### config.mk
export PLATFORM = sky130hd
export DESIGN_NAME = apm_mode_sequencer
export DESIGN_NICKNAME = d
export VERILOG_FILES = /design/src/inc/apm_pkg.sv /design/src/hdl/apm_supply_mon.sv /design/src/hdl/apm_mode_sequencer.sv
export SDC_FILE = /design/constraint.sdc
export NUM_CORES = 1
export LEC_CHECK = 0
export BUFFER_PORTS_ARGS = -buffer_cell sky130_fd_sc_hd__buf_4
export CAP_MARGIN = 40
export CORE_ASPECT_RATIO = 1.1
export CORE_MARGIN = 10
export CORE_UTILIZATION = 54
export DETAILED_ROUTE_END_ITERATION = 10
export GPL_TIMING_DRIVEN = 0
export PLACE_DENSITY = 0.84
export SETUP_SLACK_MARGIN = 0.4
export SLEW_MARGIN = 20
export SYNTH_ARGS = -nofsm -noshare
export SYNTH_HDL_FRONTEND = slang
export SYNTH_SLANG_ARGS = --single-unit
### constraint.sdc
create_clock -name ref_clk -period 2.5 [get_ports ref_clk]
set_input_delay 0.25 -clock ref_clk [delete_from_list [all_inputs] [get_ports ref_clk]]
set_output_delay 0.25 -clock ref_clk [all_outputs]
set_load 0.03 [all_outputs]
### src/inc/apm_pkg.sv
// Constants shared by the amplifier power-mode sequencer and its supply monitor.
// Assumes a 125 MHz reference clock and supply levels given as millivolt codes.
package apm_pkg;
   localparam int          CLK_MHZ           = 125;
   localparam int          ADDR_W            = 8;
   localparam int          DATA_W            = 16;
   localparam int          MV_W              = 13;

   // Register offsets (byte addresses)
   localparam logic [7:0]  OFF_ID            = 8'h00;
   localparam logic [7:0]  OFF_SYSTEM_CONTROL_REG       = 8'h04;
   localparam logic [7:0]  OFF_SYSTEM_STATUS_REG         = 8'h08;
   localparam logic [7:0]  OFF_IRQST         = 8'h0c;
   localparam logic [7:0]  OFF_IRQMASK       = 8'h10;
   localparam logic [7:0]  OFF_AUDCFG        = 8'h14;

   localparam logic [15:0] SOFT_RESET_KEY    = 16'h55aa;
   // Arbitrary identification value
   localparam logic [15:0] ID_VALUE          = 16'h0a5c;

   // System control fields
   localparam int          SC_SYS_PD_BIT     = 0;
   localparam int          SC_AMP_PD_BIT     = 1;
   localparam int          SC_HARD_MUTE_BIT  = 2;
   localparam logic [2:0]  SYSTEM_CONTROL_REG_RESET     = 3'h7;

   // System status fields
   localparam int          ST_MODE_LSB       = 0;
   localparam int          ST_PLL_LOCK_BIT   = 2;
   localparam int          ST_SWS_BIT        = 3;
   localparam int          ST_AUDCFG_OK_BIT  = 4;
   localparam int          ST_MUTED_BIT      = 5;

   // Interrupt status and mask fields
   localparam int          IRQ_W             = 4;
   localparam int          IRQ_STANDBY_BIT   = 0;
   localparam int          IRQ_PLL_BIT       = 1;
   localparam int          IRQ_SWS_BIT       = 2;
   localparam int          IRQ_CFGERR_BIT    = 3;

   // Audio port configuration: slot count in [3:0], rate code in [7:4]
   localparam int          AC_SLOTS_LSB      = 0;
   localparam int          AC_RATE_LSB       = 4;
   localparam logic [3:0]  AC_SLOTS_RESET    = 4'h2;
   localparam logic [3:0]  RATE_8K           = 4'h0;
   localparam logic [3:0]  RATE_32K          = 4'h6;
   localparam logic [3:0]  RATE_44K1         = 4'h7;
   localparam logic [3:0]  RATE_48K          = 4'h8;
   localparam logic [3:0]  RATE_96K          = 4'h9;
   localparam logic [3:0]  MAX_SLOTS         = 4'h8;
   localparam logic [3:0]  MAX_SLOTS_96K     = 4'h4;

   // Supply thresholds in millivolts
   localparam logic [12:0] VDD_POR_MV        = 13'd2100;
   localparam logic [12:0] VDD_OK_MV         = 13'd3000;
   localparam logic [12:0] DVDD_POR_MV       = 13'd1100;
   localparam logic [12:0] DVDD_OK_MV        = 13'd1650;

   // Boost and amplifier start-up time before switching is stable
   localparam int          STARTUP_TIME_US   = 1000;

   typedef enum logic [1:0] {
      MODE_POWER_DOWN  = 2'b00,
      MODE_STANDBY     = 2'b01,
      MODE_CONFIGURING = 2'b10,
      MODE_OPERATING   = 2'b11
   } apm_mode_e;
endpackage

### src/hdl/apm_supply_mon.sv
// Supply monitor: a good flag with hysteresis and a power-on pulse.
// Assumes the level code is synchronous to ref_clk.
`timescale 1ns/1ps
module apm_supply_mon
   import apm_pkg::*;
#(
   parameter logic [12:0] POR_MV = 13'd0,
   parameter logic [12:0] OK_MV  = 13'd0
) (
   input  wire logic              ref_clk,
   input  wire logic              rst_n,
   input  wire logic [MV_W-1:0]   levelMv,
   output logic                   supplyOk,
   output logic                   porPulse
);
   logic seenZero_reg;

   // Good only above the upper figure, lost only below the lower one
   always_ff @(posedge ref_clk or negedge rst_n) begin
      if (!rst_n) begin
         supplyOk <= 1'b0;
      end else if (levelMv < POR_MV) begin
         supplyOk <= 1'b0;
      end else if (levelMv > OK_MV) begin
         supplyOk <= 1'b1;
      end
   end

   // A ramp counts only when it starts from zero
   always_ff @(posedge ref_clk or negedge rst_n) begin
      if (!rst_n) begin
         seenZero_reg <= 1'b0;
         porPulse     <= 1'b0;
      end else begin
         porPulse <= 1'b0;
         if (levelMv == '0) begin
            seenZero_reg <= 1'b1;
         end else if (seenZero_reg && levelMv >= POR_MV) begin
            seenZero_reg <= 1'b0;
            porPulse     <= 1'b1;
         end
      end
   end
endmodule

### src/hdl/apm_mode_sequencer.sv
// Operating-mode sequencer of the amplifier: supply monitoring, modes, control registers.
// Assumes a 125 MHz ref_clk, inputs synchronous to it, and a simple strobe register port.
//
// Summary of operation
// - Supply ramp from zero triggers full reset
// - Exactly four modes exist
// - Low supply or reset pin forces power-down
// - Power-down refuses bus, clears all registers
// - Leave power-down when supplies good, pin high
// - Stand-by keeps only the bus alive
// - System on, amplifier off: configuring mode
// - Amplifier bit cleared: operating, stages start
// - Switching-stable flag set after start-up
// - Slot limits: eight, four at 96 kHz
// - Writing key to identity register resets
//
// The register offsets and the plain strobed port were left to the implementer.
`timescale 1ns/1ps
module apm_mode_sequencer
   import apm_pkg::*;
#(
   parameter int STARTUP_CYCLES = STARTUP_TIME_US * CLK_MHZ
) (
   input  wire logic              ref_clk,
   input  wire logic              rst_n,
   input  wire logic [MV_W-1:0]   vddLevelMv,
   input  wire logic [MV_W-1:0]   dvddLevelMv,
   input  wire logic              externalResetPinLow,
   input  wire logic              pllLocked,
   input  wire logic [ADDR_W-1:0] busAddr,
   input  wire logic [DATA_W-1:0] busWrData,
   input  wire logic              busWrStrobe,
   input  wire logic              busRdStrobe,
   output logic      [DATA_W-1:0] busRdData,
   output logic      [1:0]        modeState,
   output logic                   busPowered,
   output logic                   biasEnable,
   output logic                   oscEnable,
   output logic                   pllEnable,
   output logic                   boostEnable,
   output logic                   ampLoopEnable,
   output logic                   powerStageEnable,
   output logic                   outputFloating,
   output logic                   audioMuted,
   output logic                   irq
);
   localparam int CNT_W = $clog2(STARTUP_CYCLES + 1);

   apm_mode_e          mode_reg;
   apm_mode_e          mode_next;
   logic               vddOk;
   logic               dvddOk;
   logic               vddPor;
   logic               dvddPor;
   logic               powerDown;
   logic               softReset_reg;
   logic               clearAll;
   logic [2:0]         system_control_reg_reg;
   logic [3:0]         slots_reg;
   logic [3:0]         rate_reg;
   logic [IRQ_W-1:0]   irqMask_reg;
   logic [IRQ_W-1:0]   irqStatus_reg;
   logic [IRQ_W-1:0]   irqEvent;
   logic [CNT_W-1:0]   startCnt_reg;
   logic               sws_reg;
   logic               pllSeen_reg;
   logic               busLive;
   logic               wrHit;
   logic               rdHit;
   logic [3:0]         wrSlots;
   logic [3:0]         wrRate;
   logic               wrCfgOk;
   logic               cfgOk;
   logic [DATA_W-1:0]  rdValue;

   // Hysteresis keeps a supply hovering near one figure from bouncing the mode
   apm_supply_mon #(
      .POR_MV (VDD_POR_MV),
      .OK_MV  (VDD_OK_MV)
   ) vddMon (
      .ref_clk  (ref_clk),
      .rst_n    (rst_n),
      .levelMv  (vddLevelMv),
      .supplyOk (vddOk),
      .porPulse (vddPor)
   );

   apm_supply_mon #(
      .POR_MV (DVDD_POR_MV),
      .OK_MV  (DVDD_OK_MV)
   ) dvddMon (
      .ref_clk  (ref_clk),
      .rst_n    (rst_n),
      .levelMv  (dvddLevelMv),
      .supplyOk (dvddOk),
      .porPulse (dvddPor)
   );

   // Any supply dip below its low figure or the pin low
   assign powerDown = !vddOk || !dvddOk || !externalResetPinLow;
   // Power-on pulse, soft reset and power-down all clear the configuration
   assign clearAll  = vddPor || dvddPor || powerDown || softReset_reg;

   // The bus is dead in power-down
   assign busLive = (mode_reg != MODE_POWER_DOWN) && !powerDown;
   assign wrHit   = busWrStrobe && busLive;
   assign rdHit   = busRdStrobe && busLive;

   // Four modes only
   always_comb begin
      mode_next = mode_reg;
      case (mode_reg)
         MODE_POWER_DOWN: begin
            mode_next = MODE_STANDBY;
         end
         MODE_STANDBY: begin
            if (!system_control_reg_reg[SC_SYS_PD_BIT]) begin
               mode_next = MODE_CONFIGURING;
            end
         end
         MODE_CONFIGURING: begin
            if (system_control_reg_reg[SC_SYS_PD_BIT]) begin
               mode_next = MODE_STANDBY;
            end else if (!system_control_reg_reg[SC_AMP_PD_BIT]) begin
               mode_next = MODE_OPERATING;
            end
         end
         MODE_OPERATING: begin
            if (system_control_reg_reg[SC_SYS_PD_BIT]) begin
               mode_next = MODE_STANDBY;
            end else if (system_control_reg_reg[SC_AMP_PD_BIT]) begin
               mode_next = MODE_CONFIGURING;
            end
         end
         default: begin
            mode_next = MODE_POWER_DOWN;
         end
      endcase
      // Faults beat any software request, whatever the mode
      if (powerDown || vddPor || dvddPor) begin
         mode_next = MODE_POWER_DOWN;
      end
   end

   // One step per cycle, so software cannot skip configuring on the way up
   always_ff @(posedge ref_clk or negedge rst_n) begin
      if (!rst_n) begin
         mode_reg <= MODE_POWER_DOWN;
      end else begin
         mode_reg <= mode_next;
      end
   end

   // Soft reset takes effect one cycle after the keyed write
   always_ff @(posedge ref_clk or negedge rst_n) begin
      if (!rst_n) begin
         softReset_reg <= 1'b0;
      end else begin
         softReset_reg <= wrHit && busAddr == OFF_ID && busWrData == SOFT_RESET_KEY;
      end
   end

   // System control: both power-down bits and hard mute start set
   always_ff @(posedge ref_clk or negedge rst_n) begin
      if (!rst_n) begin
         system_control_reg_reg <= SYSTEM_CONTROL_REG_RESET;
      end else if (clearAll) begin
         system_control_reg_reg <= SYSTEM_CONTROL_REG_RESET;
      end else if (wrHit && busAddr == OFF_SYSTEM_CONTROL_REG) begin
         system_control_reg_reg <= busWrData[2:0];
      end
   end

   // Audio port slot limits; a refused setting keeps the old one
   assign wrSlots = busWrData[AC_SLOTS_LSB +: 4];
   assign wrRate  = busWrData[AC_RATE_LSB +: 4];
   assign wrCfgOk = wrSlots != 4'h0 && wrRate <= RATE_96K
                    && (wrRate == RATE_96K ? wrSlots <= MAX_SLOTS_96K : wrSlots <= MAX_SLOTS);
   // Only the 96 kHz rate is checked, against four slots; every other rate reads as good
   assign cfgOk   = (rate_reg == RATE_96K) ? (slots_reg <= MAX_SLOTS_96K) : 1'b1;

   always_ff @(posedge ref_clk or negedge rst_n) begin
      if (!rst_n) begin
         slots_reg <= AC_SLOTS_RESET;
         rate_reg  <= RATE_48K;
      end else if (clearAll) begin
         slots_reg <= AC_SLOTS_RESET;
         rate_reg  <= RATE_48K;
      end else if (wrHit && busAddr == OFF_AUDCFG && wrCfgOk) begin
         slots_reg <= wrSlots;
         rate_reg  <= wrRate;
      end
   end

   // A set mask bit lets the matching status bit reach irq
   always_ff @(posedge ref_clk or negedge rst_n) begin
      if (!rst_n) begin
         irqMask_reg <= '0;
      end else if (clearAll) begin
         irqMask_reg <= '0;
      end else if (wrHit && busAddr == OFF_IRQMASK) begin
         irqMask_reg <= busWrData[IRQ_W-1:0];
      end
   end

   // Boost and amplifier start-up timer; flag falls when leaving operating
   always_ff @(posedge ref_clk or negedge rst_n) begin
      if (!rst_n) begin
         startCnt_reg <= '0;
         sws_reg      <= 1'b0;
      end else if (mode_reg != MODE_OPERATING || clearAll) begin
         startCnt_reg <= '0;
         sws_reg      <= 1'b0;
      end else if (startCnt_reg == CNT_W'(STARTUP_CYCLES - 1)) begin
         sws_reg      <= 1'b1;
      end else begin
         startCnt_reg <= startCnt_reg + CNT_W'(1);
      end
   end

   // PLL lock counts only while the PLL is powered
   always_ff @(posedge ref_clk or negedge rst_n) begin
      if (!rst_n) begin
         pllSeen_reg <= 1'b0;
      end else begin
         pllSeen_reg <= pllLocked && pllEnable;
      end
   end

   // One-cycle event strobes feeding the sticky status
   always_comb begin
      irqEvent                  = '0;
      irqEvent[IRQ_STANDBY_BIT] = mode_reg == MODE_POWER_DOWN && mode_next == MODE_STANDBY;
      irqEvent[IRQ_PLL_BIT]     = pllLocked && pllEnable && !pllSeen_reg;
      irqEvent[IRQ_SWS_BIT]     = mode_reg == MODE_OPERATING && !sws_reg && !clearAll
                                  && startCnt_reg == CNT_W'(STARTUP_CYCLES - 1);
      irqEvent[IRQ_CFGERR_BIT]  = wrHit && busAddr == OFF_AUDCFG && !wrCfgOk;
   end

   // Sticky events; read clears, but a new event in the same cycle wins
   always_ff @(posedge ref_clk or negedge rst_n) begin
      if (!rst_n) begin
         irqStatus_reg <= '0;
      end else if (clearAll) begin
         irqStatus_reg <= irqEvent & (IRQ_W'(1) << IRQ_STANDBY_BIT);
      end else if (rdHit && busAddr == OFF_IRQST) begin
         irqStatus_reg <= irqEvent;
      end else begin
         irqStatus_reg <= irqStatus_reg | irqEvent;
      end
   end

   // Registered so the pin never glitches while status and mask change
   always_ff @(posedge ref_clk or negedge rst_n) begin
      if (!rst_n) begin
         irq <= 1'b0;
      end else begin
         irq <= |(irqStatus_reg & irqMask_reg);
      end
   end

   // Unmapped offsets read as zero
   always_comb begin
      rdValue = '0;
      case (busAddr)
         OFF_ID: begin
            rdValue = ID_VALUE;
         end
         OFF_SYSTEM_CONTROL_REG: begin
            rdValue[2:0] = system_control_reg_reg;
         end
         OFF_SYSTEM_STATUS_REG: begin
            rdValue[ST_MODE_LSB +: 2]  = mode_reg;
            rdValue[ST_PLL_LOCK_BIT]   = pllSeen_reg;
            rdValue[ST_SWS_BIT]        = sws_reg;
            rdValue[ST_AUDCFG_OK_BIT]  = cfgOk;
            rdValue[ST_MUTED_BIT]      = audioMuted;
         end
         OFF_IRQST: begin
            rdValue[IRQ_W-1:0] = irqStatus_reg;
         end
         OFF_IRQMASK: begin
            rdValue[IRQ_W-1:0] = irqMask_reg;
         end
         OFF_AUDCFG: begin
            rdValue[AC_SLOTS_LSB +: 4] = slots_reg;
            rdValue[AC_RATE_LSB +: 4]  = rate_reg;
         end
         default: begin
            rdValue = '0;
         end
      endcase
   end

   // Refused reads return zero
   always_ff @(posedge ref_clk or negedge rst_n) begin
      if (!rst_n) begin
         busRdData <= '0;
      end else if (rdHit) begin
         busRdData <= rdValue;
      end else begin
         busRdData <= '0;
      end
   end

   // Stage enables are registered from the next mode, so they never glitch
   always_ff @(posedge ref_clk or negedge rst_n) begin
      if (!rst_n) begin
         modeState        <= MODE_POWER_DOWN;
         busPowered       <= 1'b0;
         biasEnable       <= 1'b0;
         oscEnable        <= 1'b0;
         pllEnable        <= 1'b0;
         boostEnable      <= 1'b0;
         ampLoopEnable    <= 1'b0;
         powerStageEnable <= 1'b0;
         outputFloating   <= 1'b1;
      end else begin
         modeState        <= mode_next;
         busPowered       <= mode_next != MODE_POWER_DOWN;
         biasEnable       <= mode_next[1];
         oscEnable        <= mode_next[1];
         pllEnable        <= mode_next[1];
         boostEnable      <= mode_next == MODE_OPERATING;
         ampLoopEnable    <= mode_next == MODE_OPERATING;
         powerStageEnable <= mode_next == MODE_OPERATING;
         outputFloating   <= mode_next != MODE_OPERATING;
      end
   end

   // Muted whenever the hard mute is set or switching is not yet stable
   always_ff @(posedge ref_clk or negedge rst_n) begin
      if (!rst_n) begin
         audioMuted <= 1'b1;
      end else begin
         audioMuted <= clearAll || system_control_reg_reg[SC_HARD_MUTE_BIT] || !sws_reg
                       || mode_reg != MODE_OPERATING;
      end
   end
endmodule

==> flow_summary.yaml <==
clock_network:
  cts-buffers-inserted: 9
  clk_path_buf_depth: 2
  clk_pin_slew_worst_paths_ps: 70
  tritoncts: "yes"
  clock-sinks: 61
  insertion_delay_ps: 350
  cts_root_buffer: "clkbuf_8"
  htreeDepth: 3
flow_run:
  maxCapViolations: 0
final_layout:
  num-nets-final: 514
  postLayoutCoreUtil_pct: 70.1
  area_growth_pct: 27.0
  n_fill_cell: 490
  antenna_cells: 0
  layout-drive-gt1-share_pct: 28.6
  largest_reg_flops: 17
floorplan:
  start_util_pct: 55.2
  num_rows: 30
  fp.dieW_um: 95.6
  die_h_um: 103
  ios: 84
  fp.dieArea_um2: 9860
  core_area_um2: 6160
timing:
  tightest_slew_ps: 800
  skew_ps: 13.3
  final_max_slew_viol_count: 0
  slew_headroom_pct: 46.1
  hold_viol_final: 0
  final-setup-viol-count: 0
  fmax_mhz: 499
  fin_crit_ps: 2000
  setup_ws_ps: 496
  timing.final.crit_share_pct: 80.2
  rsz0062_at_grt: "no"
worst_setup_path:
  crit_path_start: "modeState[1]$_DFF_PN0_"
  r2r_setup_slack_ps: 500
  crit_path_start_kind: "flop"
  cp-end-kind: "flop"
  crit_type: "reg -> reg"
  cp_max_fo: 10
  critPathRequiredTime_ps: 2770
  r2r-end: "audioMuted$_DFF_PN1_"
  reg2reg_depth: 5
  r2r_start: "modeState[1]$_DFF_PN0_"
  arrival_ps: 2270
pwr:
  p_comb_share_pct: 11.6
  clockPowerShare_pct: 39.4
  p_per_area_nw_per_um2: 475
  power.switching_mw: 0.543
  sw_frac_of_total_pct: 26.5
  total_power_mw: 2.05
  p_int_mw: 1.51
  power.static_leakage_nw: 1.84
  peakVddDrop_uv: 279
  seq_power_share_pct: 49.0
logic_synthesis:
  synth_ff_type: "dfrtp_1"
  synthTopCellsByCount: "dfrtp_1 (54), nor2_1 (31), nand2_1 (27)"
  yosys_warnings: 0
  synthesis.instances: 366
  synth_cell_types: 56
  async_flop_share_pct: 100
  synth_top_area_share_pct: 39.8
  synth_edf_count: 0
  yosysSeqAreaShare_pct: 45.2
  ys_ff_latch: 61
  netlist_area_um2: 3400
  ys_top_cells_by_area: "dfrtp_1 (40%), dfstp_2 (5.4%), mux2i_1 (4.1%), nand3_1 (3.8%), nor2_1 (3.4%)"
  synth_most_common_cell: "dfrtp_1"
  synth_top_area_cell: "dfrtp_1"
  syn_avg_cell_area_um2: 9.28
routing:
  ant_nets: 0
  vias: 3214
  via_per_inst: 5.93
  drc: 0
  drtIter0Drc: 228
  dr.pass1.iters: 5
  wirelength_mm: 9.17
  routedWlPerCell_um: 16.9
hold_path:
  hold_end: "pllSeen_reg$_DFF_PN0_"
  whs_path_depth: 3
  worst_hold_startpoint: "pllLocked"
  holdCritPathClass: "in -> reg"
placed_design:
  io_buffers: 72
  place_hpwl_mm: 6.97
  gp_congestion: 0.894
  place_ws_ps: -11.4
grt:
  track_usage_pct: 19.5
  grt-ovfl-total: 0
  grt_start_max_net_pins: 62
  antenna_found_initial: 0
  grt_pass1_wl_mm: 15.3
  grt_pass1_vias: 3254
run_status:
  status: "completed"
placed cells by master (no fill, tap or decap), drive strengths merged, types with 6 or more instances in the layout:
cell type / synthesis / final
a21oi: 21 / 21
nor2: 31 / 31
inv: 8 / 8
nand2: 27 / 27
mux2i: 14 / 14
nor4: 6 / 6
or2: 8 / 8
o211ai: 6 / 6
nand3: 26 / 26
or4: 7 / 7
nor4b: 6 / 6
clkbuf: 16 / 27
o21ai: 19 / 19
buf: 16 / 91
conb: 1 / 6
nor3: 12 / 12
xor2: 6 / 6
dfstp: 7 / 7
dfrtp: 54 / 54
worst max-delay path, cell delays in order (launching register included):
cell	delay, ps
dfrtp_2	400
clkbuf_8	180
and3b_1	210
or3b_2	470
buf_4	190
or3b_2	460
repair_timing:
item,CTS,global route
hold buffers,1,0
resized for setup,5,7
setup buffers,1,0
setup endpoints to repair,13,22
hold endpoints to repair,37,0
pin swaps,1,0
how the worst max path moves through the flow:
stage | endpoint | slack [ps] | depth (start not counted)
2_1_floorplan | rate_reg[3]$_DFFE_PN1P_ | 260 | 5
3_3_place_gp | rate_reg[3]$_DFFE_PN1P_ | 30 | 6
3_5_place_dp | slots_reg[1]$_DFFE_PN1P_ | -10 | 6
4_1_cts | audioMuted$_DFF_PN1_ | 440 | 5
5_1_grt | audioMuted$_DFF_PN1_ | 400 | 5
6_report | audioMuted$_DFF_PN1_ | 500 | 5
layer usage:
layer  global-route usage [%]  wire (µm)  vias up
met3                     4.84        626       23
li1                         -          -     1514
met2                     33.5       4690      125
met5                        0          0        -
met1                     21.7       3620     1552
met4                     9.99        226        0
logic make-up (layout without fill, tap and decap cells):
family | after synthesis | count (layout) | share of synthesized area, %
fa+ha+maj | 1 | 1 | 0.368
compound gates | 77 | 77 | 14.7
simple gates | 162 | 162 | 27.0
xor+xnor | 8 | 8 | 2.06
flops | 61 | 61 | 45.2
other cells | 1 | 6 | 0.110
buf+inv | 40 | 131 | 5.78
mux | 16 | 16 | 4.79
area by class of cell:
cell class,count,area (µm²),share of cell area [%]
Buffer,32,190,4.41
Multi-Input combinational cell,270,1710,39.6
Timing Repair Buffer,75,567,13.1
Clock inverter,4,23.8,0.551
Tap cell,80,100,2.32
Clock buffer,12,155,3.60
Sequential cell,61,1540,35.7
Inverter,8,30.0,0.696
per-stage QoR:
| step | hold WS (ps) | instance area [µm²] | instances | setup TNS [ps] |
|---|---|---|---|---|
| final | 119 | 4310 | 542 | 0 |
| after global placement | 358 | 4080 | 523 | 0 |
| after CTS | 115 | 4290 | 542 | 0 |
| after global routing | 121 | 4310 | 542 | 0 |
| after floorplan | -45.6 | 3440 | 371 | 0 |
| after detailed placement | 362 | 4080 | 524 | -11.4 |
power groups by stage:
stage | Combinational [mW] | Clock (mW) | Sequential (mW)
after global routing | 0.260 | 0.872 | 1.01
after floorplan | 0.105 | 0 | 1.02
after detailed placement | 0.231 | 0 | 1.02
after CTS | 0.233 | 0.823 | 1.00
final | 0.237 | 0.808 | 1.01
after global placement | 0.222 | 0 | 1.02
Power figures use the tool's default switching activity.
